--- config.mk ---
export PLATFORM = sky130hd
export DESIGN_NAME = tol_trip_logic
export DESIGN_NICKNAME = d
export VERILOG_FILES = /design/src/verilog/tol_pkg.sv /design/src/verilog/tol_trip_logic.sv
export VERILOG_INCLUDE_DIRS = /design/src /design/src/verilog
export SDC_FILE = /design/constraint.sdc
export NUM_CORES = 1
export LEC_CHECK = 0
export BUFFER_PORTS_ARGS = -buffer_cell sky130_fd_sc_hd__buf_2
export CORE_ASPECT_RATIO = 2
export CORE_MARGIN = 2
export CORE_UTILIZATION = 55
export DETAILED_ROUTE_END_ITERATION = 12
export PLACE_DENSITY = 0.77
export SLEW_MARGIN = 25
export SYNTH_ARGS = -nofsm -noshare
export SYNTH_HDL_FRONTEND = slang
export SYNTH_SLANG_ARGS = --single-unit
--- constraint.sdc ---
create_clock -name pclk -period 4.32 [get_ports pclk]
set_input_delay 0.432 -clock pclk [delete_from_list [all_inputs] [get_ports pclk]]
set_output_delay 0.432 -clock pclk [all_outputs]
set_load 0.02 [all_outputs]
--- src/verilog/tol_params.svh ---
// constants of the thermal overload trip logic: offsets, fields, resets, timing
// assumes inclusion by the design top and the bench only
`ifndef TOL_PARAMS_SVH
`define TOL_PARAMS_SVH
`define TOL_OFS_CTRL      12'h000
`define TOL_OFS_LVL_A1    12'h004
`define TOL_OFS_LVL_A2    12'h008
`define TOL_OFS_LVL_INH   12'h00c
`define TOL_OFS_LVL_TRIP  12'h010
`define TOL_OFS_TRIP_DLY  12'h014
`define TOL_OFS_PICKUP    12'h018
`define TOL_OFS_STATUS    12'h01c
`define TOL_OFS_IRQ_STAT  12'h020
`define TOL_OFS_IRQ_EN    12'h024
`define TOL_OFS_IRQ_CLR   12'h028
`define TOL_OFS_CNT_CLR   12'h02c
`define TOL_OFS_CNT0      12'h030
`define TOL_CTRL_EN_A1    0
`define TOL_CTRL_EN_A2    1
`define TOL_CTRL_EN_INH   2
`define TOL_CTRL_MODE_LO  4
`define TOL_CTRL_MODE_HI  6
`define TOL_ST_COND_LO    0
`define TOL_ST_MOTOR_LO   4
`define TOL_ST_BEHAV_LO   8
`define TOL_ST_FAULT_LO   12
`define TOL_ST_OUT_LO     16
`define TOL_RST_LVL_A1    11'h190
`define TOL_RST_LVL_A2    11'h190
`define TOL_RST_LVL_INH   11'h320
`define TOL_RST_LVL_TRIP  11'h3e8
`define TOL_RST_PICKUP    16'h03e8
`define TOL_ONE_POINT_ZERO 16'h0100
`define TOL_LIGHT_LOAD    16'h000a
`define TOL_HIGH_LOAD     16'h07d0
`define TOL_STEP_NS       5000000
`define TOL_CLK_NS        4
`define TOL_MARGIN_NS     5000000
`endif

--- src/verilog/tol_pkg.sv ---
// types of the thermal overload trip logic
// assumes tol_params.svh sits on the include path
package tol_pkg;
  typedef enum logic [2:0] {
    tol_cond_normal, tol_cond_alarm1, tol_cond_alarm2,
    tol_cond_inhibit, tol_cond_trip, tol_cond_blocked
  } tol_cond_e;
  typedef enum logic [1:0] {
    tol_motor_light, tol_motor_normal, tol_motor_overload, tol_motor_high
  } tol_motor_e;
  typedef enum logic [2:0] {
    tol_behav_on, tol_behav_blocked, tol_behav_test,
    tol_behav_test_blocked, tol_behav_off
  } tol_behav_e;
  typedef logic [10:0] tol_level_t;
  typedef logic [15:0] tol_fix_t;
endpackage

--- src/verilog/tol_trip_logic.sv ---
// machine_thermal_overload_fn output stage: thresholds, trip delay, blocking,
// condition and setting-fault reporting, counters, APB registers, interrupt
// assumes thermal capacity, current and setting checks come synchronous to pclk
// Contract
// - Alarm, inhibit and trip outputs follow from thermal capacity compared to the thresholds.
// - Alarm 1 rises at its threshold, 0.1 % steps, 40 % default, if enabled.
// - Alarm 2 rises at its own threshold, 40 % default, if enabled.
// - Restart inhibit rises at its threshold, 80 % default, if enabled.
// - Trip follows trip threshold after added delay 0..3600 s, 5 ms steps.
// - Blocking input is sampled at each program cycle start before pick-up.
// - Pick-up without blocking raises start and runs the trip delay.
// - Pick-up with blocking raises blocked and nothing more.
// - Blocking during start clears start and releases as a pick-up reset.
// - Report condition code; normal condition drives no alarm, inhibit, trip or blocked output.
// - Report logical_node behaviour mode when individual mode is allowed.
// - Classify motor load as light, normal, overloading or high overload.
// - Bad service_factor setting flags fault and substitutes 1.0.
// - Bad ambient settings flag fault and substitute 1.0.
// - Bad rated current setting flags fault and substitutes 1.0.
// - Inconsistent ambient k setting raises its own fault flag.
// - Resettable counters count trip, alarm 1, alarm 2, inhibit, blocked.
`include "tol_params.svh"
module tol_trip_logic #(
  parameter int STEP_CYC = (`TOL_STEP_NS + `TOL_CLK_NS - 1) / `TOL_CLK_NS,
  parameter int CNT_W    = 16
) (
  input  wire logic             pclk,
  input  wire logic             presetn,
  input  wire logic             psel,
  input  wire logic             penable,
  input  wire logic             pwrite,
  input  wire logic [11:0]      paddr,
  input  wire logic [31:0]      pwdata,
  output logic      [31:0]      prdata,
  output logic                  pready,
  output logic                  pslverr,
  input  wire logic             prog_tick,
  input  wire logic [15:0]      thermal_cap,
  input  wire logic [15:0]      meas_current,
  input  wire logic             block_in,
  input  wire logic             allow_ln_mode,
  input  wire tol_pkg::tol_fix_t service_factor_set,
  input  wire logic             service_factor_bad,
  input  wire tol_pkg::tol_fix_t ambient_k_set,
  input  wire logic             ambient_bad,
  input  wire tol_pkg::tol_fix_t rated_set,
  input  wire logic             rated_bad,
  input  wire logic             ambient_k_incons,
  output logic                  alarm1,
  output logic                  alarm2,
  output logic                  inhibit,
  output logic                  trip,
  output logic                  start,
  output logic                  blocked,
  output tol_pkg::tol_fix_t     service_factor_used,
  output tol_pkg::tol_fix_t     ambient_k_used,
  output tol_pkg::tol_fix_t     rated_used,
  output logic                  irq
);
  import tol_pkg::*;

  localparam int NCNT = 5;
  // control and settings
  logic [2:0]  en;
  logic [2:0]  mode;
  tol_level_t  lvl_a1, lvl_a2, lvl_inh, lvl_trip;
  logic [19:0] trip_dly;
  logic [15:0] pickup_cur;
  logic [5:0]  irq_stat, irq_en;
  logic [CNT_W-1:0] cnt [NCNT];
  logic [2:0]  next_en;
  logic [2:0]  next_mode;
  tol_level_t  next_lvl_a1, next_lvl_a2, next_lvl_inh, next_lvl_trip;
  logic [19:0] next_trip_dly;
  logic [15:0] next_pickup_cur;
  logic [5:0]  next_irq_stat, next_irq_en;
  logic [CNT_W-1:0] next_cnt [NCNT];
  logic [31:0] next_prdata;
  logic        next_pready, next_pslverr, next_irq;

  // protection state
  logic [31:0] step_cnt, next_step_cnt;
  logic [19:0] elapsed, next_elapsed;
  tol_cond_e   cond, next_cond;
  tol_motor_e  motor, next_motor;
  tol_behav_e  behav, next_behav;
  logic [3:0]  fault, next_fault;
  logic        next_alarm1, next_alarm2, next_inhibit, next_trip;
  logic        next_start, next_blocked;
  tol_fix_t    next_sf_used, next_amb_used, next_rated_used;

  function automatic logic reach(input logic [15:0] cap, input tol_level_t lvl);
    return cap >= {5'h00, lvl};
  endfunction

  function automatic tol_behav_e to_behav(input logic [2:0] code);
    unique case (code)
      3'h1:    return tol_behav_blocked;
      3'h2:    return tol_behav_test;
      3'h3:    return tol_behav_test_blocked;
      3'h4:    return tol_behav_off;
      default: return tol_behav_on;
    endcase
  endfunction

  function automatic tol_fix_t pick(input logic bad, input tol_fix_t v);
    return bad ? `TOL_ONE_POINT_ZERO : v;
  endfunction

  logic wr_acc, rd_acc;
  logic [5:0] ev;
  assign wr_acc = psel & penable & pready & pwrite;
  assign rd_acc = psel & penable & ~pready & ~pwrite;
  // rising edges of the five counted outputs plus any setting fault
  assign ev = {|(next_fault & ~fault), next_blocked & ~blocked,
               next_inhibit & ~inhibit, next_alarm2 & ~alarm2,
               next_alarm1 & ~alarm1, next_trip & ~trip};

  always_comb begin
    logic pick_up, blk_eff, off;
    off             = (behav == tol_behav_off);
    blk_eff         = block_in | (behav == tol_behav_blocked) |
                      (behav == tol_behav_test_blocked);
    pick_up         = reach(thermal_cap, lvl_trip);
    next_step_cnt   = step_cnt;
    next_elapsed    = elapsed;
    next_start      = start;
    next_blocked    = blocked;
    next_trip       = trip;
    next_alarm1     = alarm1;
    next_alarm2     = alarm2;
    next_inhibit    = inhibit;
    next_cond       = cond;
    next_motor      = motor;
    next_behav      = allow_ln_mode ? to_behav(mode) : tol_behav_on;
    next_fault      = {ambient_k_incons, rated_bad, ambient_bad, service_factor_bad};
    next_sf_used    = pick(service_factor_bad, service_factor_set);
    next_amb_used   = pick(ambient_bad, ambient_k_set);
    next_rated_used = pick(rated_bad, rated_set);
    // the delay runs in 5 ms steps counted off pclk
    if (start && elapsed < trip_dly) begin
      if (step_cnt >= 32'(STEP_CYC - 1)) begin
        next_step_cnt = 32'h0;
        next_elapsed  = elapsed + 20'h1;
      end else begin
        next_step_cnt = step_cnt + 32'h1;
      end
    end
    if (start && elapsed >= trip_dly) begin
      next_trip = 1'b1;
    end
    if (prog_tick) begin
      if (pick_up && !blk_eff && !off) begin
        next_start   = 1'b1;
        next_blocked = 1'b0;
      end else begin
        // blocked pick-up or reset: release start and the delay
        next_start    = 1'b0;
        next_trip     = 1'b0;
        next_elapsed  = 20'h0;
        next_step_cnt = 32'h0;
        next_blocked  = pick_up & !off;
      end
      next_alarm1  = en[`TOL_CTRL_EN_A1] & reach(thermal_cap, lvl_a1) & !off;
      next_alarm2  = en[`TOL_CTRL_EN_A2] & reach(thermal_cap, lvl_a2) & !off;
      next_inhibit = en[`TOL_CTRL_EN_INH] & reach(thermal_cap, lvl_inh) & !off;
      if (meas_current < `TOL_LIGHT_LOAD) begin
        next_motor = tol_motor_light;
      end else if (meas_current > `TOL_HIGH_LOAD) begin
        next_motor = tol_motor_high;
      end else if (meas_current > pickup_cur) begin
        next_motor = tol_motor_overload;
      end else begin
        next_motor = tol_motor_normal;
      end
    end
    if (next_blocked) begin
      next_cond = tol_cond_blocked;
    end else if (next_trip) begin
      next_cond = tol_cond_trip;
    end else if (next_inhibit) begin
      next_cond = tol_cond_inhibit;
    end else if (next_alarm2) begin
      next_cond = tol_cond_alarm2;
    end else if (next_alarm1) begin
      next_cond = tol_cond_alarm1;
    end else begin
      next_cond = tol_cond_normal;
    end
  end

  always_ff @(posedge pclk or negedge presetn) begin
    if (!presetn) begin
      step_cnt            <= 32'h0;
      elapsed             <= 20'h0;
      start               <= 1'b0;
      blocked             <= 1'b0;
      trip                <= 1'b0;
      alarm1              <= 1'b0;
      alarm2              <= 1'b0;
      inhibit             <= 1'b0;
      cond                <= tol_cond_normal;
      motor               <= tol_motor_light;
      behav               <= tol_behav_on;
      fault               <= 4'h0;
      service_factor_used <= `TOL_ONE_POINT_ZERO;
      ambient_k_used      <= `TOL_ONE_POINT_ZERO;
      rated_used          <= `TOL_ONE_POINT_ZERO;
    end else begin
      step_cnt            <= next_step_cnt;
      elapsed             <= next_elapsed;
      start               <= next_start;
      blocked             <= next_blocked;
      trip                <= next_trip;
      alarm1              <= next_alarm1;
      alarm2              <= next_alarm2;
      inhibit             <= next_inhibit;
      cond                <= next_cond;
      motor               <= next_motor;
      behav               <= next_behav;
      fault               <= next_fault;
      service_factor_used <= next_sf_used;
      ambient_k_used      <= next_amb_used;
      rated_used          <= next_rated_used;
    end
  end

  // register file; pready is registered, so every access takes three cycles
  always_comb begin
    logic cnt_clr;
    cnt_clr         = 1'b0;
    next_en         = en;
    next_mode       = mode;
    next_lvl_a1     = lvl_a1;
    next_lvl_a2     = lvl_a2;
    next_lvl_inh    = lvl_inh;
    next_lvl_trip   = lvl_trip;
    next_trip_dly   = trip_dly;
    next_pickup_cur = pickup_cur;
    next_irq_en     = irq_en;
    next_prdata     = 32'h0;
    next_pready     = psel & penable & ~pready;
    next_pslverr    = 1'b0;
    next_irq_stat   = irq_stat;
    if (wr_acc) begin
      unique case (paddr)
        `TOL_OFS_CTRL: begin
          next_en   = pwdata[2:0];
          next_mode = pwdata[`TOL_CTRL_MODE_HI:`TOL_CTRL_MODE_LO];
        end
        `TOL_OFS_LVL_A1:   next_lvl_a1 = pwdata[10:0];
        `TOL_OFS_LVL_A2:   next_lvl_a2 = pwdata[10:0];
        `TOL_OFS_LVL_INH:  next_lvl_inh = pwdata[10:0];
        `TOL_OFS_LVL_TRIP: next_lvl_trip = pwdata[10:0];
        `TOL_OFS_TRIP_DLY: next_trip_dly = pwdata[19:0];
        `TOL_OFS_PICKUP:   next_pickup_cur = pwdata[15:0];
        `TOL_OFS_IRQ_EN:   next_irq_en = pwdata[5:0];
        `TOL_OFS_IRQ_CLR:  next_irq_stat = irq_stat & ~pwdata[5:0];
        `TOL_OFS_CNT_CLR:  cnt_clr = 1'b1;
        default:           ;
      endcase
    end
    // an event in the clearing cycle survives the clear
    next_irq_stat = next_irq_stat | ev;
    for (int i = 0; i < NCNT; i++) begin
      next_cnt[i] = cnt_clr ? '0 : cnt[i];
      if (ev[i]) begin
        next_cnt[i] = next_cnt[i] + CNT_W'(1);
      end
    end
    if (rd_acc) begin
      unique case (paddr)
        `TOL_OFS_CTRL:     next_prdata = {25'h0, mode, 1'b0, en};
        `TOL_OFS_LVL_A1:   next_prdata = {21'h0, lvl_a1};
        `TOL_OFS_LVL_A2:   next_prdata = {21'h0, lvl_a2};
        `TOL_OFS_LVL_INH:  next_prdata = {21'h0, lvl_inh};
        `TOL_OFS_LVL_TRIP: next_prdata = {21'h0, lvl_trip};
        `TOL_OFS_TRIP_DLY: next_prdata = {12'h0, trip_dly};
        `TOL_OFS_PICKUP:   next_prdata = {16'h0, pickup_cur};
        `TOL_OFS_STATUS:   next_prdata = {10'h0, start, blocked, trip, inhibit, alarm2,
                                          alarm1, fault, 1'b0, behav, 2'h0, motor,
                                          1'b0, cond};
        `TOL_OFS_IRQ_STAT: next_prdata = {26'h0, irq_stat};
        `TOL_OFS_IRQ_EN:   next_prdata = {26'h0, irq_en};
        `TOL_OFS_IRQ_CLR, `TOL_OFS_CNT_CLR: next_prdata = 32'h0;
        default: begin
          if (paddr >= `TOL_OFS_CNT0 && paddr < `TOL_OFS_CNT0 + 12'h014 &&
              paddr[1:0] == 2'h0) begin
            next_prdata = 32'(cnt[3'(paddr[4:2] - 3'h4)]);
          end else begin
            next_pslverr = 1'b1;
          end
        end
      endcase
    end
    if (wr_acc) begin
      next_pslverr = 1'b0;
    end
    next_irq = |(next_irq_stat & next_irq_en);
  end

  always_ff @(posedge pclk or negedge presetn) begin
    if (!presetn) begin
      en         <= 3'h0;
      mode       <= 3'h0;
      lvl_a1     <= `TOL_RST_LVL_A1;
      lvl_a2     <= `TOL_RST_LVL_A2;
      lvl_inh    <= `TOL_RST_LVL_INH;
      lvl_trip   <= `TOL_RST_LVL_TRIP;
      trip_dly   <= 20'h0;
      pickup_cur <= `TOL_RST_PICKUP;
      irq_stat   <= 6'h0;
      irq_en     <= 6'h0;
      prdata     <= 32'h0;
      pready     <= 1'b0;
      pslverr    <= 1'b0;
      irq        <= 1'b0;
      for (int i = 0; i < NCNT; i++) begin
        cnt[i] <= '0;
      end
    end else begin
      en         <= next_en;
      mode       <= next_mode;
      lvl_a1     <= next_lvl_a1;
      lvl_a2     <= next_lvl_a2;
      lvl_inh    <= next_lvl_inh;
      lvl_trip   <= next_lvl_trip;
      trip_dly   <= next_trip_dly;
      pickup_cur <= next_pickup_cur;
      irq_stat   <= next_irq_stat;
      irq_en     <= next_irq_en;
      prdata     <= next_prdata;
      pready     <= next_pready;
      pslverr    <= next_pslverr;
      irq        <= next_irq;
      for (int i = 0; i < NCNT; i++) begin
        cnt[i] <= next_cnt[i];
      end
    end
  end
endmodule

==> out/results.md, run 1 <==
| Stage | Result | Value |
| --- | --- | --- |
| setup path | R2r endpoint | cnt[31] |
| routing | Detail Route Antenna Nets | 0 |
| sta | Transition at the pin with the smallest max-transition slack | 0.984 ns |
| setup path | Ordered cell list for the critical path | inv_1, ha_1, nand4b_1, o211ai_2, nand4_1, or3_1, a21oi_1 |
| placement | Placed Instances | 2379 |
| sta | Final max-slew violation count | 0 |
| synthesis | FFs w/ async S/R, synth | 100% |
| placement | Placed cell area | 18700 um^2 |
| sta | Summed negative setup slack over all endpoints | 0 ns |
| grt | Largest net degree at the start of global routing | 113 |
| synthesis | Sequential area share after synthesis | 46.9% |
| grt | Global-route wire length before repair | 82.6 mm |
| layout | Fraction of final layout cells sized beyond drive strength 1 | 19.0% |
| die | Die H | 254 um |
| routing | Routed wire per std cell | 22.0 um |
| sta | Fraction of the cycle the final worst path needs | 78.0% |
| power and ir drop | Leakage power figure | 9.56 nW |
| cts | Clock root buffer | clkbuf_16 |
| routing | Via total after detailed routing | 14900 |
| placement | Port Buffer Count | 202 |
| grt | Antenna violations before repair | 0 |
| hold path | Class of the worst hold path | input port to register |
| setup path | Worst reg2reg startpoint | lvl_inh[9] |
| hold path | Terminating pin of the worst hold path | service_factor_used[8] |
| sta | Number of endpoints failing setup at the final stage | 0 |
| die | Die Span X | 129 um |
| setup path | Maximum fanout along the worst path | 10 |
| setup path | Worst reg-to-reg setup slack | 0.95 ns |
| cts | TritonCTS clock tree | done |
| routing | Via/cell ratio | 6.11 |
| layout | Number of nets at the end of the flow | 2217 |
| setup path | Number of cells on the worst reg-to-reg path | 7 |
| setup path | Worst setup SP type | register |
| sta | Final critical-path required period | 3.37 ns |
| grt | Sum of overflow across all layers after global routing | 0 |
| synthesis | Most instantiated cells after synthesis | dfrtp_1, nand2_1, o21ai_0 |
| synthesis | Number of flops mapped to enable cells by yosys | 0 |
| cts | Max Buffers Root-to-Sink | 3 |
| hold path | Hold Path Stages | 2 |
| setup path | Crit path kind | register to register |
| grt | Total routing usage reported by global routing | 33.2% |
| synthesis | Most frequent cell after synthesis | dfrtp_1 |
| sta | Highest clock rate | 297 MHz |
| sta | Tightest slew margin relative to the limit | 33.9% |
| synthesis | Post-synth top area cell | dfrtp_1 |
| cts | Number of clock sinks | 321 |
| die | IO Pins | 225 |
| routing | Total Routed Length | 53.7 mm |
| synthesis | Cell area after synthesis | 17200 um^2 |
| routing | First-pass iteration count of the detailed router | 5 |
| synthesis | Number of distinct library cell variants in the gate-level netlist after synthesis | 84 |
| hold path | Min-Delay Startpoint | service_factor_set[8] |
| die | Die Footprint | 32800 um^2 |
| cts | Later-pin clock latency in the skew report | 0.57 ns |
| cts | H-Tree Depth | 1 |
| synthesis | Number of synthesis warnings | 0 |
| cts | Cts bufs inserted | 29 |
| layout | Post-route insts no fill | 2435 |
| setup path | Library cell contributing the largest single delay on the critical path | o211ai_2 |
| die | Core footprint | 30900 um^2 |
| routing | DR DRC count | 0 |
| synthesis | Most used DFF post-synth | dfrtp_1 |
| routing | First DRT Iteration DRCs | 1058 |
| synthesis | Cell types occupying the most area after synthesis | dfrtp_1, ha_1, nand2_1 |
| setup path | Critical path arrival | 3.86 ns |
| setup path | Max stage delay on crit path | 0.74 ns |
| job | Max-cap violations | 0 |
| synthesis | Number of synthesized register bits | 321 |
| cts | Register clock-pin slew on the reported worst setup and hold paths | 0.07 ns |
| placement | Final estimated routing congestion in global placement | 1.00 |
| sta | Clock tree skew after final layout | 0.00930 ns |
| layout | Layout area overhead | 14.2% |
| status | Run status | complete, no violations |
| die | Initial standard-cell utilization of the core | 55.7% |
| power and ir drop | Total power divided by cell area | 321 nW/um^2 |
| placement | Final HPWL from detailed placement | 40.3 mm |
| sta | Unrepaired setup endpoints after global routing | false |
| synthesis | Number of cells produced by synthesis | 1800 |
| sta | Final Hold Viols | 0 |
| die | Std cell rows | 91 |
| grt | Number of global-route vias before repair | 15500 |
| setup path | CP Capture Type | register |
| setup path | Required time of the critical path | 4.81 ns |
| synthesis | Post-synthesis average cell area | 9.55 um^2 |
| layout | Finished Cell Area | 19600 um^2 |
| power and ir drop | Peak supply drop | 0.000340 V |
| synthesis | Share of the synthesized area in the top cell type | 43.2% |
repair_timing:
action | CTS | global route
endpoints found under the setup margin | 0 | 0
hold buffers | 2 | 0
endpoints found under the hold margin | 81 | 0
gates resized for setup | 0 | 0
buffers inserted | 0 | 0
cell type report:
type                            count  area, um^2
Clock buffer                       48         887
Clock inverter                      5        50.0
Tap cell                          418         523
Multi-Input combinational cell   1288        8350
Sequential cell                   321        8060
Antenna cell                        1        2.50
Inverter                          112         420
Timing Repair Buffer              242        1340
Fill cell                        2596       11200
critical path, delay by kind of cell (launching register included):
family | cells | cell delay [ns]
simple gates | 3 | 1.51
compound gates | 2 | 0.91
flops | 1 | 0.53
fa+ha+maj | 1 | 0.29
buf+inv | 1 | 0.05
metal layers:
metal	track usage, %	up-vias	share of wire, %
met5	0	-	0
met4	29.3	0	10
met3	4.97	247	5.7
met2	59.0	649	52
met1	32.7	7265	32
li1	-	6718	-
how the worst max path moves through the flow:
stage	startpoint	to	slack (ns)	cells after the start
final	lvl_inh[9]	cnt[31]	0.95	7
after global routing	lvl_inh[9]	cnt[30]	0.81	7
after CTS	elapsed[18]	cnt[73]	1.06	8
after detailed placement	thermal_cap[0]	cnt[73]	1.04	10
after global placement	paddr[4]	cnt[78]	1.07	11
after floorplan	pready	cnt[78]	1.39	12
registers in the layout (all words and copies together), names as in the netlist, 16 cells and up:
register,count
trip_dly,20
rated_used,16
elapsed,20
service_factor_used,16
pickup_cur,16
cnt,80
prdata,22
ambient_k_used,16
step_cnt,32
through the flow:
step	hold slack [ns]	setup WS (ns)	total power, mW	utilization, %
floorplan	0.136	1.39	3.48	-
global placement	0.486	1.07	3.73	60.5
detailed placement	0.499	1.04	3.75	60.5
CTS	0.0313	1.06	6.33	63.6
global route	0.0431	0.813	6.50	63.6
finish	0.0490	0.952	6.31	63.6
layout by cell type (no fill, tap or decap), types with 7 or more instances in the layout:
| master | n |
|---|---|
| dfrtp_1 | 297 |
| buf_2 | 201 |
| nand2_1 | 191 |
| o21ai_0 | 140 |
| nor2_1 | 137 |
| inv_1 | 111 |
| ha_1 | 87 |
| a21oi_1 | 83 |
| nor2b_1 | 68 |
| nand3_1 | 56 |
| nand4_1 | 47 |
| xor2_1 | 44 |
| xnor2_1 | 43 |
| buf_4 | 37 |
| and3_1 | 34 |
| mux2_2 | 33 |
| clkbuf_16 | 29 |
| or3_1 | 25 |
| dfstp_2 | 24 |
| nor3_1 | 21 |
| a22oi_1 | 19 |
| a221oi_1 | 17 |
| nor4_1 | 16 |
| a21o_1 | 13 |
| o221ai_1 | 13 |
| and4_1 | 12 |
| and2_1 | 12 |
| a31oi_1 | 11 |
| o21a_1 | 10 |
| conb_1 | 10 |
| clkbuf_1 | 10 |
| a22o_1 | 9 |
| clkbuf_8 | 9 |
| a211oi_1 | 8 |
| a21boi_0 | 7 |
| o32ai_1 | 7 |
where the power goes:
group	total (mW)	switching, mW	internal [mW]
Combinational	0.584	0.399	0.185
Sequential	3.13	0.0537	3.07
Clock	2.60	1.15	1.45
logic make-up (layout without fill, tap and decap cells):
family | after synthesis | after routing | synth area share (%)
AOI/OAI and AO/OA | 388 | 388 | 14.4
other | 1 | 11 | 0.0218
muxes | 37 | 37 | 2.47
DFF | 321 | 321 | 46.9
xor gates and xnor gates | 87 | 87 | 4.43
and+or+nand+nor | 679 | 679 | 20.6
buffers and inverters | 200 | 407 | 4.87
adders and majority gates | 87 | 87 | 6.33
(Power assumes the default switching activity.)
==> run 2, diff against run 1 <==
--- a/config.mk
+++ b/config.mk
@@ -6,12 +6,13 @@
 export SDC_FILE = /design/constraint.sdc
 export NUM_CORES = 1
 export LEC_CHECK = 0
+export ABC_AREA = 1
 export BUFFER_PORTS_ARGS = -buffer_cell sky130_fd_sc_hd__buf_2
 export CORE_ASPECT_RATIO = 2
 export CORE_MARGIN = 2
 export CORE_UTILIZATION = 55
 export DETAILED_ROUTE_END_ITERATION = 12
-export PLACE_DENSITY = 0.77
+export PLACE_DENSITY = 0.76
 export SLEW_MARGIN = 25
 export SYNTH_ARGS = -nofsm -noshare
 export SYNTH_HDL_FRONTEND = slang
==> constraint.sdc (replaced) <==
create_clock -name pclk -period 3.45 [get_ports pclk]
set_input_delay 0.345 -clock pclk [delete_from_list [all_inputs] [get_ports pclk]]
set_output_delay 0.345 -clock pclk [all_outputs]
set_load 0.02 [all_outputs]
==> run 2 against run 1 <==
Effect of this change: die area increased by 9.8%; utilization rose by 0.92 points; area after synthesis rose by 10%; register-to-register slack got worse by 0.42 ns.
==> out/results.md, run 2 <==
| Stage | Result | Value | Change |
| --- | --- | --- | --- |
| setup path | Top cell by count, worst path | nand2_1 |  |
| synthesis | Most instantiated cells after synthesis | nand2_1, inv_1, dfrtp_1 |  |
| sta | Crit path setup slack, layout | 0.532 ns | -0.420 ns |
| cts | # resized after CTS | 0 | unchanged |
| layout | Commonest cells after routing, fill and taps aside | nand2_1, inv_1, dfrtp_1 |  |
| sta | Number of endpoints failing setup at the final stage | 0 | unchanged |
| status | Run status | complete, no violations |  |
| sta | Unrepaired setup endpoints after global routing | false |  |
| setup path | Crit path kind | register to register |  |
| sta | Fraction of the cycle the final worst path needs | 84.6% | +6.6 points |
| routing | First-pass iteration count of the detailed router | 6 | +1 |
| cts | Later-pin clock latency in the skew report | 0.58 ns | about the same |
| die | Die H | 266 um | +4.8% |
| layout | Area occupied by registers | 8060 um^2 | unchanged |
| setup path | Number of cells on the worst reg-to-reg path | 16 | +9 |
| hold path | Min-Delay Startpoint | pwdata[13] |  |
| placement | Port Buffer Count | 202 | unchanged |
| cts | Number of clock sinks | 321 | unchanged |
| placement | Final estimated routing congestion in global placement | 1.03 | +2.6% |
| synthesis | Post-synth top area cell | dfrtp_1 |  |
| routing | Via/cell ratio | 5.58 | -8.7% |
| routing | Via total after detailed routing | 18300 | +23% |
| die | Initial standard-cell utilization of the core | 55.5% | -0.26 points |
| synthesis | Number of distinct library cell variants in the gate-level netlist after synthesis | 50 | -40% |
| layout | Layout area overhead | 16.4% |  |
| layout | Total area of multi-input combinational cells | 9140 um^2 | +9.4% |
| synthesis | Number of cells produced by synthesis | 2571 | +43% |
| setup path | Worst reg2reg startpoint | lvl_trip[7] |  |
| layout | Leading cell type in the layout, fill and taps excluded | nand2_1 |  |
| power and ir drop | Overall power after layout | 8.77 mW | +39% |
| synthesis | Number of synthesis warnings | 0 | unchanged |
| power and ir drop | Leakage power figure | 11.0 nW | +16% |
| layout | Count of filler cells inserted in the layout | 3047 | +17% |
| setup path | Required time of the critical path | 3.93 ns | -0.88 ns |
| setup path | Library cell contributing the largest single delay on the critical path | inv_1 |  |
| cts | H-Tree Depth | 1 | unchanged |
| routing | Routed wire per std cell | 18.7 um | -15% |
| synthesis | FFs w/ async S/R, synth | 100% | unchanged |
| sta | Summed negative setup slack over all endpoints | 0 ns | unchanged |
| sta | Clock tree skew after final layout | 0.0148 ns | +0.00546 ns |
| synthesis | Sequential area share after synthesis | 42.6% | -4.3 points |
| synthesis | Number of synthesized register bits | 321 | unchanged |
| die | Std cell rows | 96 | +5.5% |
| synthesis | Cell area after synthesis | 18900 um^2 | +10% |
| sta | Transition at the pin with the smallest max-transition slack | 0.850 ns | -0.134 ns |
| layout | Flip-flop count of the largest register after layout | 80 | unchanged |
| placement | Final HPWL from detailed placement | 46.0 mm | +14% |
| synthesis | Share of the synthesized area in the top cell type | 39.3% | -3.9 points |
| layout | Fraction of final layout cells sized beyond drive strength 1 | 12.6% | -6.4 points |
| cts | Cts bufs inserted | 31 | +6.9% |
| grt | Antenna violations before repair | 2 | +2 |
| grt | Largest net degree at the start of global routing | 96 | -15% |
| cts | Clock root buffer | clkbuf_16 |  |
| cts | TritonCTS clock tree | done |  |
| cts | Max Buffers Root-to-Sink | 3 | unchanged |
| cts | Post-CTS Setup Repair Bufs | 0 | unchanged |
| synthesis | Post-synthesis average cell area | 7.36 um^2 | -23% |
| grt | Sum of overflow across all layers after global routing | 0 | unchanged |
| setup path | Critical path arrival | 3.40 ns | -0.46 ns |
| sta | Final critical-path required period | 2.92 ns | -0.450 ns |
| job | Max-cap violations | 0 | unchanged |
| setup path | Ordered cell list for the critical path | inv_1, ha_1, nand2_1, nor2_1, and2_1, nor2_1, nand2_1, nand2_1, nand2_1, nand3_1, nand2_1, nand3_1, inv_1, nand2_1, nand2_1, nand2_1 |  |
| power and ir drop | Total power divided by cell area | 398 nW/um^2 | +24% |
| setup path | Maximum fanout along the worst path | 21 | +11 |
| routing | First DRT Iteration DRCs | 1293 | +22% |
| hold path | Terminating pin of the worst hold path | trip_dly[13] |  |
| grt | Number of global-route vias before repair | 18400 | +19% |
| hold path | Class of the worst hold path | input port to register |  |
| placement | Worst-case setup slack after placement | 0.571 ns | -0.472 ns |
| power and ir drop | Peak supply drop | 0.000567 V | +67% |
| setup path | Worst reg-to-reg setup slack | 0.53 ns | -0.42 ns |
| routing | Detail Route Antenna Nets | 0 | unchanged |
| grt | Total routing usage reported by global routing | 34.3% | +1.1 points |
| sta | Tightest slew margin relative to the limit | 43.2% | +9.3 points |
| routing | DR DRC count | 0 | unchanged |
| grt | Global-route wire length before repair | 95.2 mm | +15% |
| sta | Highest clock rate | 343 MHz | +15% |
| sta | Final max-slew violation count | 0 | unchanged |
| die | Die Span X | 135 um | +4.7% |
| routing | Total Routed Length | 61.4 mm | +14% |
| layout | Largest reg by FF count | cnt |  |
| die | Core footprint | 34100 um^2 | +11% |
| setup path | Max stage delay on crit path | 0.55 ns | -0.19 ns |
| hold path | Hold Path Stages | 3 | +1 |
| sta | Final Hold Viols | 0 | unchanged |
| cts | Register clock-pin slew on the reported worst setup and hold paths | 0.07 ns | about the same |
| synthesis | Cell types occupying the most area after synthesis | dfrtp_1, nand2_1, inv_1 |  |
| setup path | Worst setup SP type | register |  |
| layout | Number of nets at the end of the flow | 3039 | +37% |
| synthesis | Number of flops mapped to enable cells by yosys | 0 | unchanged |
| setup path | R2r endpoint | cnt[71] |  |
| die | Die Footprint | 36000 um^2 | +9.8% |
| synthesis | Most frequent cell after synthesis | nand2_1 |  |
| setup path | CP Capture Type | register |  |
| synthesis | Most used DFF post-synth | dfrtp_1 |  |
| die | IO Pins | 225 | unchanged |
| layout | Regs by FF count | cnt: 80 flops, step_cnt: 32 flops, prdata: 22 flops |  |
[run 2: changes by cell type after synthesis, moves of 33 or more]
cell	previous run	this run
inv_1	111	350
mux2_2	33	0
nand2_1	191	704
nand3_1	56	152
nor2_1	139	275
nor2b_1	68	0
o22ai_1	6	47
[run 2: worst max-delay path by stage]
stage                startpoint  endpoint  depth (start not counted)
floorplan           lvl_trip[7]   cnt[71]                         17
global placement    lvl_trip[7]   cnt[70]                         16
detailed placement  lvl_trip[7]   cnt[71]                         16
CTS                 lvl_trip[7]   cnt[71]                         16
global route        lvl_trip[7]   cnt[71]                         16
finish              lvl_trip[7]   cnt[71]                         16
[run 2: layer usage]
metal / up-vias / track usage [%] / part of all wire (%)
li1: 8700 / - / -
met1: 8654 / 35.2 / 34
met2: 688 / 60.7 / 51
met3: 263 / 5.16 / 5.4
met4: 2 / 27.6 / 9.3
met5: - / 0 / 0.011
[run 2: kinds of logic (layout without fill, tap and decap cells)]
group | count (synthesis) | after routing | share of synthesized area, %
AO/OA/AOI/OAI | 370 | 370 | 10.7
XOR/XNOR | 78 | 78 | 3.61
adder cells (fa/ha/maj) | 87 | 87 | 5.75
buffers and inverters | 449 | 709 | 9.32
flip-flops | 321 | 321 | 42.6
other | 1 | 12 | 0.0198
AND/OR/NAND/NOR | 1265 | 1265 | 28.0
[run 2: timing repair]
item	in CTS	in global routing
endpoints found under the hold margin	104	0
setup endpoints to repair	0	0
hold buffers	53	0
[run 2: critical path: cells and delay by family, from the launching register on]
kind / cells / cell delay [ns]
DFF: 1 / 0.53
buffers and inverters: 2 / 0.61
and+or+nand+nor: 13 / 1.38
adders and majority gates: 1 / 0.30
[run 2: metrics by stage]
step / hold slack [ns] / utilization (%) / instance area (um^2) / std cells
2_1_floorplan: 0.0494 / - / 19000 / 2580
3_3_place_gp: 0.321 / 59.9 / 20400 / 3171
3_5_place_dp: 0.325 / 59.9 / 20400 / 3171
4_1_cts: 0.0246 / 64.6 / 22000 / 3281
5_1_grt: 0.0584 / 64.6 / 22000 / 3281
6_report: 0.0430 / 64.6 / 22000 / 3283
[run 2: cell type report]
type / instances / area share (%)
Antenna cell: 2 / 0.0227
Clock buffer: 38 / 3.78
Clock inverter: 19 / 1.07
Inverter: 361 / 6.15
Multi-Input combinational cell: 1810 / 41.5
Sequential cell: 321 / 36.6
Tap cell: 441 / 2.51
Timing Repair Buffer: 291 / 8.38
[run 2: power by group]
part	total (mW)	internal [mW]	switching, mW
Sequential	4.04	3.89	0.141
Combinational	1.09	0.390	0.705
Clock	3.64	2.09	1.55
Total	8.77	6.37	2.40
